<file path="src/logic/bit_skip_pkg.sv">
// constants for the bit-test skip-if-clear execution block
package bit_skip_pkg;
	localparam int          OPCODE_W      = 14;
	localparam int          ADDR_W        = 7;
	localparam int          BITSEL_W      = 3;
	localparam int          DATA_W        = 8;
	localparam logic [3:0]  OP_TOP_PATTERN = 4'h6;
	localparam int          OP_TOP_MSB    = 13;
	localparam int          OP_TOP_LSB    = 10;
	localparam int          BITSEL_LSB    = 7;
	localparam int          ADDR_LSB      = 0;
	localparam real         CLK_PERIOD_NS = 20.0;
	typedef enum logic [1:0] {
		PHASE_Q1,
		PHASE_Q2,
		PHASE_Q3,
		PHASE_Q4
	} phase_t;
endpackage

</file>
<file path="src/logic/bit_select.sv">
// picks one bit of a file register word and registers it
`timescale 1ns/1ps
module bit_select #(
	parameter int DATA_W = 8,
	parameter int SEL_W  = 3
) (
	// clock and reset
	input  wire logic              i_ref_clk,
	input  wire logic              i_rst_n,
	// data and selector
	input  wire logic              i_load,
	input  wire logic [DATA_W-1:0] i_data,
	input  wire logic [SEL_W-1:0]  i_sel,
	// selected bit
	output logic                   o_bit
);
	logic bit_reg;
	logic bit_next;

	always_comb begin
		bit_next = bit_reg;
		if (i_load) begin
			bit_next = i_data[i_sel];
		end
	end

	always_ff @(posedge i_ref_clk or negedge i_rst_n) begin
		if (!i_rst_n) begin
			bit_reg <= 1'b0;
		end else begin
			bit_reg <= bit_next;
		end
	end

	assign o_bit = bit_reg;
endmodule

</file>
<file path="src/logic/bit_test_skip_clear_exec.sv">
// execution of the bit test, skip if clear instruction
`timescale 1ns/1ps
module bit_test_skip_clear_exec #(
	parameter int OPCODE_W = bit_skip_pkg::OPCODE_W,
	parameter int ADDR_W   = bit_skip_pkg::ADDR_W,
	parameter int DATA_W   = bit_skip_pkg::DATA_W
) (
	// clock and reset
	input  wire logic                            i_ref_clk,
	input  wire logic                            i_rst_n,
	// fetched instruction, presented at Q1 of each instruction cycle
	input  wire logic                            i_q1_start,
	input  wire logic [OPCODE_W-1:0]             i_opcode,
	// file register read port
	output logic                                 o_rd_en,
	output logic [ADDR_W-1:0]                    o_rd_addr,
	input  wire logic [DATA_W-1:0]               i_rd_data,
	// status
	output logic                                 o_match,
	output logic                                 o_skip,
	output logic                                 o_flush_next,
	output logic                                 o_nop_cycle,
	output logic                                 o_reg_write,
	output logic [1:0]                           o_phase
);
	localparam int SEL_W = bit_skip_pkg::BITSEL_W;

	typedef enum {
		ST_IDLE,
		ST_READ,
		ST_PROC,
		ST_DONE,
		ST_SKIP,
		ST_PAD_Q2,
		ST_PAD_Q3,
		ST_PAD_Q4
	} state_t;

	// sequencer
	state_t                        state_reg;
	state_t                        state_next;
	bit_skip_pkg::phase_t          phase_reg;
	bit_skip_pkg::phase_t          phase_next;

	// operands captured at the take
	logic [ADDR_W-1:0]             addr_reg;
	logic [ADDR_W-1:0]             addr_next;
	logic [SEL_W-1:0]              sel_reg;
	logic [SEL_W-1:0]              sel_next;
	logic                          match_reg;
	logic                          match_next;

	// outcome flags
	logic                          skip_reg;
	logic                          skip_next;
	logic                          flush_reg;
	logic                          flush_next;
	logic                          nop_reg;
	logic                          nop_next;

	// strobes derived from the sequencer
	logic                          tested_bit;
	logic                          load_bit;
	logic                          take_instr;
	logic                          skip_taken;
	logic                          decide_now;
	logic                          op_is_match;

	function automatic logic is_bit_test_skip_if_clear(input logic [OPCODE_W-1:0] op);
		return op[bit_skip_pkg::OP_TOP_MSB:bit_skip_pkg::OP_TOP_LSB]
			== bit_skip_pkg::OP_TOP_PATTERN;
	endfunction

	// tested bit is registered at the end of Q2 so the Q4 decision sees a settled value
	bit_select #(
		.DATA_W (DATA_W),
		.SEL_W  (SEL_W)
	) u_bit_select (
		.i_ref_clk (i_ref_clk),
		.i_rst_n   (i_rst_n),
		.i_load    (load_bit),
		.i_data    (i_rd_data),
		.i_sel     (sel_reg),
		.o_bit     (tested_bit)
	);

	// read strobe only in Q2 of the first cycle
	assign load_bit    = (state_reg == ST_READ);
	assign o_rd_en     = load_bit;
	assign o_rd_addr   = addr_reg;

	// a new opcode is only taken while idle; mid-instruction strobes are ignored
	assign take_instr  = (state_reg == ST_IDLE) && i_q1_start;
	// the strobe opening the inserted cycle is consumed, its opcode never decoded
	assign skip_taken  = (state_reg == ST_SKIP) && i_q1_start;
	assign decide_now  = (state_reg == ST_DONE);
	assign op_is_match = is_bit_test_skip_if_clear(i_opcode);

	// sequencer: one clock per quarter phase after the Q1 strobe
	always_comb begin
		state_next = state_reg;
		phase_next = phase_reg;
		unique case (state_reg)
			ST_IDLE: begin
				if (i_q1_start) begin
					phase_next = bit_skip_pkg::PHASE_Q1;
					if (op_is_match) begin
						state_next = ST_READ;
					end
				end
			end
			ST_READ: begin
				phase_next = bit_skip_pkg::PHASE_Q2;
				state_next = ST_PROC;
			end
			ST_PROC: begin
				phase_next = bit_skip_pkg::PHASE_Q3;
				state_next = ST_DONE;
			end
			ST_DONE: begin
				// Q4 is idle; decision lands here
				phase_next = bit_skip_pkg::PHASE_Q4;
				if (!tested_bit) begin
					state_next = ST_SKIP;
				end else begin
					state_next = ST_IDLE;
				end
			end
			ST_SKIP: begin
				// whole second cycle is a no_operation; waits for its Q1
				if (i_q1_start) begin
					phase_next = bit_skip_pkg::PHASE_Q1;
					state_next = ST_PAD_Q2;
				end
			end
			// inserted cycle walks its quarter phases and touches nothing
			ST_PAD_Q2: begin
				phase_next = bit_skip_pkg::PHASE_Q2;
				state_next = ST_PAD_Q3;
			end
			ST_PAD_Q3: begin
				phase_next = bit_skip_pkg::PHASE_Q3;
				state_next = ST_PAD_Q4;
			end
			ST_PAD_Q4: begin
				phase_next = bit_skip_pkg::PHASE_Q4;
				state_next = ST_IDLE;
			end
		endcase
	end

	always_ff @(posedge i_ref_clk or negedge i_rst_n) begin
		if (!i_rst_n) begin
			state_reg <= ST_IDLE;
			phase_reg <= bit_skip_pkg::PHASE_Q1;
		end else begin
			state_reg <= state_next;
			phase_reg <= phase_next;
		end
	end

	// operands held from one take to the next, so the read address stays still
	always_comb begin
		addr_next  = addr_reg;
		sel_next   = sel_reg;
		match_next = match_reg;
		if (take_instr) begin
			match_next = op_is_match;
			addr_next  = i_opcode[bit_skip_pkg::ADDR_LSB +: ADDR_W];
			sel_next   = i_opcode[bit_skip_pkg::BITSEL_LSB +: SEL_W];
		end
	end

	always_ff @(posedge i_ref_clk or negedge i_rst_n) begin
		if (!i_rst_n) begin
			addr_reg  <= '0;
			sel_reg   <= '0;
			match_reg <= 1'b0;
		end else begin
			addr_reg  <= addr_next;
			sel_reg   <= sel_next;
			match_reg <= match_next;
		end
	end

	// a take and a decision never share a cycle, so the order below is not a priority
	always_comb begin
		skip_next  = skip_reg;
		flush_next = 1'b0;
		nop_next   = nop_reg;
		if (take_instr) begin
			skip_next = 1'b0;
			nop_next  = 1'b0;
		end else if (decide_now && !tested_bit) begin
			skip_next  = 1'b1;
			flush_next = 1'b1;
		end else if (skip_taken) begin
			skip_next = 1'b0;
			nop_next  = 1'b1;
		end
	end

	always_ff @(posedge i_ref_clk or negedge i_rst_n) begin
		if (!i_rst_n) begin
			skip_reg  <= 1'b0;
			flush_reg <= 1'b0;
			nop_reg   <= 1'b0;
		end else begin
			skip_reg  <= skip_next;
			flush_reg <= flush_next;
			nop_reg   <= nop_next;
		end
	end

	assign o_match      = match_reg;
	assign o_skip       = skip_reg;
	assign o_flush_next = flush_reg;
	assign o_nop_cycle  = nop_reg;
	// this instruction never writes a file register, neither cycle
	assign o_reg_write  = 1'b0;
	assign o_phase      = phase_reg;
endmodule

</file>
<file path="config.mk">
export PLATFORM = sky130hd
export DESIGN_NAME = bit_test_skip_clear_exec
export DESIGN_NICKNAME = d
export VERILOG_FILES = /design/src/logic/bit_skip_pkg.sv /design/src/logic/bit_select.sv /design/src/logic/bit_test_skip_clear_exec.sv
export SDC_FILE = /design/constraint.sdc
export NUM_CORES = 1
export LEC_CHECK = 0
export BUFFER_PORTS_ARGS = -buffer_cell sky130_fd_sc_hd__buf_4
export CORE_MARGIN = 2
export CORE_UTILIZATION = 40
export CTS_CLUSTER_DIAMETER = 40
export DETAILED_ROUTE_END_ITERATION = 6
export GPL_ROUTABILITY_DRIVEN = 0
export PLACE_DENSITY = 0.73
export SLEW_MARGIN = 20
export SYNTH_ARGS = -nofsm -noshare
export SYNTH_HDL_FRONTEND = slang
export SYNTH_SLANG_ARGS = --single-unit
</file>
<file path="constraint.sdc">
create_clock -name i_ref_clk -period 1.4 [get_ports i_ref_clk]
set_input_delay 0.21 -clock i_ref_clk [delete_from_list [all_inputs] [get_ports i_ref_clk]]
set_output_delay 0.21 -clock i_ref_clk [all_outputs]
set_load 0.02 [all_outputs]
</file>
==> impl_metrics.py, run 1 <==
metrics = {
    "route": {
        "routed_via_density": 4.75,
        "wirelength_microns": 1710,
        "drtAntennaViolNets": 0,
        "drc_errors": 0,
        "dr.max_layer_used": "met3",
        "drtPass1Iterations": 1,
        "wl_met1_microns": 711,
        "routed-wl-met2_microns": 909,
        "dr_wl_met3_microns": 89,
        "vias": 660,
        "wl_per_cell_microns": 12.3,
        "drt_iter0_drc": 0,
    },
    "place": {
        "dp_hpwl_microns": 1310,
        "preCtsSetupSlack_ps": 101,
        "dpl-instance-area_sq_mm": 0.00120,
        "portBuffers": 38,
        "dp_cells": 129,
    },
    "timing": {
        "rsz0062_at_grt": "true",
        "setup_tns_ps": 0,
        "fin_hold_ws_ps": 144,
        "post-route-period-util_pct": 98.8,
        "period_needed_ps": 1380,
        "slew_viol_final": 0,
        "setup_viol": 0,
        "max_freq_mhz": 723,
        "skew_ps": 4.93,
        "setup_slack_ps": 16.6,
        "hold_viol": 0,
    },
    "final_layout": {
        "largest_register_ffs": 7,
        "finish.utilization_pct": 65.1,
        "fin_nets": 139,
        "fin_cells": 139,
        "layout-drive-gt1-share_pct": 61.6,
        "antenna_cells": 0,
        "area_delta_synth_final_pct": 49.5,
        "final_cell_area_sq_mm": 0.00130,
    },
    "outcome": {
        "status": "completed",
    },
    "yosys": {
        "synth_seq_cells": 20,
        "synth-edff-count": 0,
        "synthTopCellsByCount": "dfrtp_1, mux2_2, mux2i_1, nor2_1, nand2_1",
        "syn-cell-area_sq_um": 872,
        "synth_top_area_share_pct": 57.4,
        "async_flop_share_pct": 100,
        "synth.distinct_cells": 21,
        "ys_warn_count": 0,
        "seq_area_frac_synth_pct": 57.4,
        "synth_top_area_cell": "dfrtp_1",
        "synthFlopType": "dfrtp_1",
        "synthCells": 64,
        "synth_most_common_cell": "dfrtp_1",
        "syn_nets": 89,
        "synth_area_leaders": "dfrtp_1, mux2_2, mux2i_1, mux4_2, nor2_1",
        "syn_avg_cell_area_sq_um": 13.6,
    },
    "floorplanning": {
        "core_sq_mm": 0.00200,
        "pin_count": 40,
        "dieArea_sq_mm": 0.00257,
        "rows": 16,
        "fp.dieH_microns": 50.7,
        "die_w_microns": 50.7,
        "initial_core_util_pct": 43.6,
    },
    "worst_setup_path": {
        "r2r_end": "sel_reg[2]",
        "r2r_cells": 4,
        "worstSetupPathType": "reg -> out",
        "startpoint": "state_reg[2]",
        "reg2reg_from": "state_reg[2]",
        "critPathArrivalTime_ps": 1170,
        "cp-start-kind": "flip-flop",
        "cp-endpoint": "o_rd_en",
        "r2r_setup_slack_ps": 40,
        "cp-end-kind": "primary output",
        "crit_fanout": 3,
        "cp_data_required_time_ps": 1190,
    },
    "clock_network": {
        "clk_pin_slew_ps": 110,
        "cts_tree": "yes",
        "cts_buffer_depth": 2,
        "numCtsBuffers": 3,
        "cts_sinks": 20,
        "cts_max_level": 1,
        "cts_root_buf": "clkbuf_4",
        "clock_latency_ps": 290,
    },
    "global_routing": {
        "grtUsageTotal_pct": 15.0,
        "gr-total-overflow": 0,
        "grt_pass1_wl_microns": 2920,
        "grt_max_degree": 21,
        "antenna_found_initial": 0,
        "grt_pass1_vias": 716,
    },
    "power": {
        "p_per_area_mw_per_mm2": 2110,
        "peakVddDrop_v": 0.00120,
        "p_leak_nw": 0.662,
        "total_power_mw": 2.75,
    },
    "job": {
        "drv_cap": 0,
    },
    "hold_path": {
        "hold_class": "in -> reg",
    },
}
==> cells in the final DEF, fill, tap and decap left out, drive strengths merged <==
master,synthesis,final
dlygate4sd3,0,1
nor4bb,1,1
o21ai,1,1
a21o,2,2
buf,4,49
a21oi,1,1
nor3b,1,1
conb,1,1
mux2,12,12
nand2,3,3
nor2,5,5
xor2,1,1
nand2b,1,1
mux2i,5,5
inv,2,2
mux4,1,1
and4bb,1,1
dfrtp,20,20
nor3,1,1
clkbuf,1,3
==> worst min path at each step <==
stage	startpoint	end	slack, ps	cells after the start
2_1_floorplan	i_rst_n	o_flush_next	-90	0
3_3_place_gp	i_rst_n	o_skip	100	1
3_5_place_dp	i_rst_n	o_phase[0]	100	1
4_1_cts	i_opcode[1]	o_rd_addr[1]	140	2
5_1_grt	i_opcode[6]	o_rd_addr[6]	130	2
6_report	i_opcode[6]	o_rd_addr[6]	140	2
==> routing by layer <==
metal  vias up  track usage (%)
met4         0             4.05
met3         0             2.68
met1       322             18.0
met5         -                0
li1        313                -
met2        25             27.4
==> cell type report <==
type | instances | area, sq um
Fill cell | 179 | 698
Tap cell | 27 | 33.8
Clock buffer | 3 | 22.5
Sequential cell | 20 | 500
Timing Repair Buffer | 50 | 393
Inverter | 2 | 7.51
Multi-Input combinational cell | 37 | 347
==> cell families after synthesis <==
| kind of cell | count (synthesis) | share of synthesized area [%] |
|---|---|---|
| AO/OA/AOI/OAI | 4 | 2.87 |
| XOR/XNOR | 1 | 1.00 |
| buffers and inverters | 7 | 4.88 |
| flip-flops | 20 | 57.4 |
| multiplexers | 18 | 23.8 |
| other | 1 | 0.430 |
| AND/OR/NAND/NOR | 13 | 9.61 |
==> critical path, stage by stage, from the launching register on <==
cell and delay [ps]:
dfrtp_1 410, buf_6 130, nor3b_4 210, buf_6 140
==> power by group <==
| group | switching, mW | total [mW] | internal (mW) |
|---|---|---|---|
| Combinational | 0.633 | 1.46 | 0.826 |
| Sequential | 0.173 | 1.03 | 0.853 |
| Clock | 0.162 | 0.262 | 0.0999 |
| Total | 0.968 | 2.75 | 1.78 |
==> what timing repair did <==
action,4_1_cts,5_1_grt
pin swaps,1,1
gates resized for setup,3,3
gates cloned,0,0
hold buffers,1,0
hold endpoints to repair,20,0
buffers inserted,4,2
endpoints found under the setup margin,1,10
Note: power is estimated with default switching activity, not from simulation.
==> run 2, diff against run 1 <==
--- a/config.mk
+++ b/config.mk
@@ -7,12 +7,14 @@
 export LEC_CHECK = 0
 export BUFFER_PORTS_ARGS = -buffer_cell sky130_fd_sc_hd__buf_4
 export CORE_MARGIN = 2
-export CORE_UTILIZATION = 40
+export CORE_UTILIZATION = 43
 export CTS_CLUSTER_DIAMETER = 40
 export DETAILED_ROUTE_END_ITERATION = 6
 export GPL_ROUTABILITY_DRIVEN = 0
-export PLACE_DENSITY = 0.73
+export MAX_ROUTING_LAYER = met4
+export PLACE_DENSITY = 0.74
 export SLEW_MARGIN = 20
 export SYNTH_ARGS = -nofsm -noshare
 export SYNTH_HDL_FRONTEND = slang
+export SYNTH_HIERARCHICAL = 1
 export SYNTH_SLANG_ARGS = --single-unit
==> run 2 against run 1 <==
Net effect: the run now ends with negative setup slack left; first-iteration DRC count is 6 higher; register-to-register slack lost 150 ps; setup slack got worse by 130 ps; largest power group unchanged.
==> impl_metrics.py, run 2 <==
metrics = {
    "outcome": {
        "status": "finished, violations left",
        "violations": "negative setup slack",
    },
    "route": {
        "wirelength_microns": 2500,
        "drt_iter0_drc": 6,
        "routed_via_density": 5.08,
        "drc_errors": 0,
        "drtPass1Iterations": 4,
        "vias": 884,
        "wl_per_cell_microns": 14.4,
        "drtAntennaViolNets": 0,
    },
    "floorplanning": {
        "rows": 18,
        "die_w_microns": 54.3,
        "initial_core_util_pct": 44.8,
        "core_sq_mm": 0.00243,
        "pin_count": 40,
        "dieArea_sq_mm": 0.00295,
        "fp.dieH_microns": 54.3,
    },
    "global_routing": {
        "grt_max_degree": 21,
        "grt_pass1_wl_microns": 3970,
        "grtUsageTotal_pct": 20.1,
        "antenna_found_initial": 0,
        "gr-total-overflow": 0,
        "grt_pass1_vias": 891,
    },
    "clock_network": {
        "cts_buffer_depth": 2,
        "cts_root_buf": "clkbuf_4",
        "clock_latency_ps": 300,
        "numCtsBuffers": 3,
        "cts_max_level": 1,
        "cts_tree": "yes",
        "clk_pin_slew_ps": 110,
        "cts_sinks": 20,
    },
    "job": {
        "drv_cap": 0,
    },
    "worst_setup_path": {
        "worstSetupPathType": "reg -> reg",
        "cp_data_required_time_ps": 1590,
        "startpoint": "state_reg[0]",
        "cp-end-kind": "flip-flop",
        "critPathArrivalTime_ps": 1700,
        "crit_fanout": 6,
        "cp-endpoint": "state_reg[1]",
        "r2r_cells": 6,
        "critPathMaxStageDelay_ps": 410,
        "path_cells": "buf_6 > inv_6 > ha_4 > nor2b_4 > a31oi_1 > mux2_1",
        "r2r_setup_slack_ps": -110,
        "cp-start-kind": "flip-flop",
        "r2r_end": "state_reg[1]",
        "slowest_stage": "dfrtp_1",
        "reg2reg_from": "state_reg[0]",
    },
    "final_layout": {
        "area_delta_synth_final_pct": 55.1,
        "fin_nets": 178,
        "final_cell_mix": "buf_4, dfrtp_1, mux2_4, nand2_1",
        "layout_commonest_cell": "buf_4",
        "largest_register_ffs": 7,
        "layout-drive-gt1-share_pct": 59.7,
        "fin_cells": 174,
        "antenna_cells": 0,
    },
    "yosys": {
        "ys_warn_count": 6,
        "synthTopCellsByCount": "dfrtp_1, ha_1, mux2_4, nand2_1",
        "synth-edff-count": 0,
        "synth.distinct_cells": 30,
        "syn-cell-area_sq_mm": 0.00109,
        "synthCells": 86,
        "syn_avg_cell_area_sq_um": 12.7,
        "synthFlopType": "dfrtp_1",
        "seq_area_frac_synth_pct": 45.9,
        "synth_most_common_cell": "dfrtp_1",
        "async_flop_share_pct": 100,
        "synth_top_area_cell": "dfrtp_1",
        "synth_area_leaders": "dfrtp_1, mux2_4, ha_1, mux2i_1, mux2_1",
        "syn_nets": 119,
        "synth_seq_cells": 20,
        "synth_top_area_share_pct": 45.9,
    },
    "timing": {
        "skew_ps": 6.27,
        "max_freq_mhz": 662,
        "hold_viol": 0,
        "setup_viol": 15,
        "setup_slack_ps": -110,
        "slew_viol_final": 0,
        "period_needed_ps": 1510,
        "fin_hold_ws_ps": 128,
        "post-route-period-util_pct": 108,
        "rsz0062_at_grt": "true",
    },
    "power": {
        "p_per_area_mw_per_mm2": 2290,
        "p_leak_nw": 0.869,
        "total_power_mw": 3.88,
        "peakVddDrop_v": 0.00145,
    },
    "place": {
        "dp_hpwl_microns": 1670,
        "dp_cells": 157,
        "portBuffers": 38,
    },
    "hold_path": {
        "hold_class": "in -> reg",
        "holdPathStages": 2,
    },
}
## run 2: cell families (layout without fill, tap and decap cells)
group | Yosys count | count (layout) | synth area share (%)
DFF | 20 | 20 | 45.9
muxes | 17 | 17 | 20.8
and+or+nand+nor | 17 | 18 | 10.9
AOI/OAI and AO/OA | 14 | 14 | 8.50
buffers and inverters | 9 | 66 | 4.36
adders and majority gates | 8 | 8 | 9.19
other | 1 | 1 | 0.344
## run 2: worst min-delay path by stage
| stage | startpoint | endpoint | slack (ps) |
|---|---|---|---|
| 2_1_floorplan | i_rst_n | o_flush_next | -90 |
| 3_3_place_gp | i_rst_n | o_skip | 100 |
| 3_5_place_dp | i_rst_n | o_skip | 100 |
| 4_1_cts | i_opcode[9] | sel_reg[2] | 110 |
| 5_1_grt | i_opcode[0] | o_rd_addr[0] | 90 |
| 6_report | i_opcode[5] | o_rd_addr[5] | 130 |
## run 2: report_power, final
group / switching [mW] / internal (mW)
Combinational: 1.08 / 1.38
Sequential: 0.215 / 0.865
Clock: 0.177 / 0.159
Total: 1.48 / 2.40
## run 2: repair_timing
action	CTS	global route
gates cloned	1	0
endpoints found under the setup margin	13	17
hold endpoints to repair	20	0
gates resized for setup	8	11
pin swaps	3	2
buffers inserted	8	3
hold buffers	1	0
## run 2: cell type report
type                            instances  area (sq um)
Sequential cell                        20           500
Inverter                                5          23.8
Clock buffer                            4          36.3
Multi-Input combinational cell         58           634
Fill cell                             192           742
Tap cell                               30          37.5
Timing Repair Buffer                   57           458
## run 2: stage by stage
stage | TNS (ps) | setup WS (ps) | area [sq um] | utilization [%]
2_1_floorplan | 0 | 0.369 | 1110 | -
3_3_place_gp | -20.1 | -20.1 | 1460 | 59.9
3_5_place_dp | -181 | -48.0 | 1460 | 59.9
4_1_cts | -277 | -73.9 | 1610 | 66.1
5_1_grt | -1310 | -151 | 1690 | 69.5
6_report | -652 | -110 | 1690 | 69.5
## run 2: per-layer routing
metal | GRT usage, % | wire (microns) | vias to the layer above
li1 | - | - | 415
met1 | 22.9 | 1070 | 431
met2 | 33.7 | 1260 | 33
met3 | 6.01 | 138 | 5
met4 | 6.25 | 29 | 0
met5 | - | 0 | -
## run 2: worst max-delay path, delay by kind of cell, from the launching register on
kind	cells	cell delay (ps)
DFF	1	410
muxes	1	340
AOI/OAI and AO/OA	1	160
adders and majority gates	1	180
and+or+nand+nor	1	140
buffers and inverters	2	160
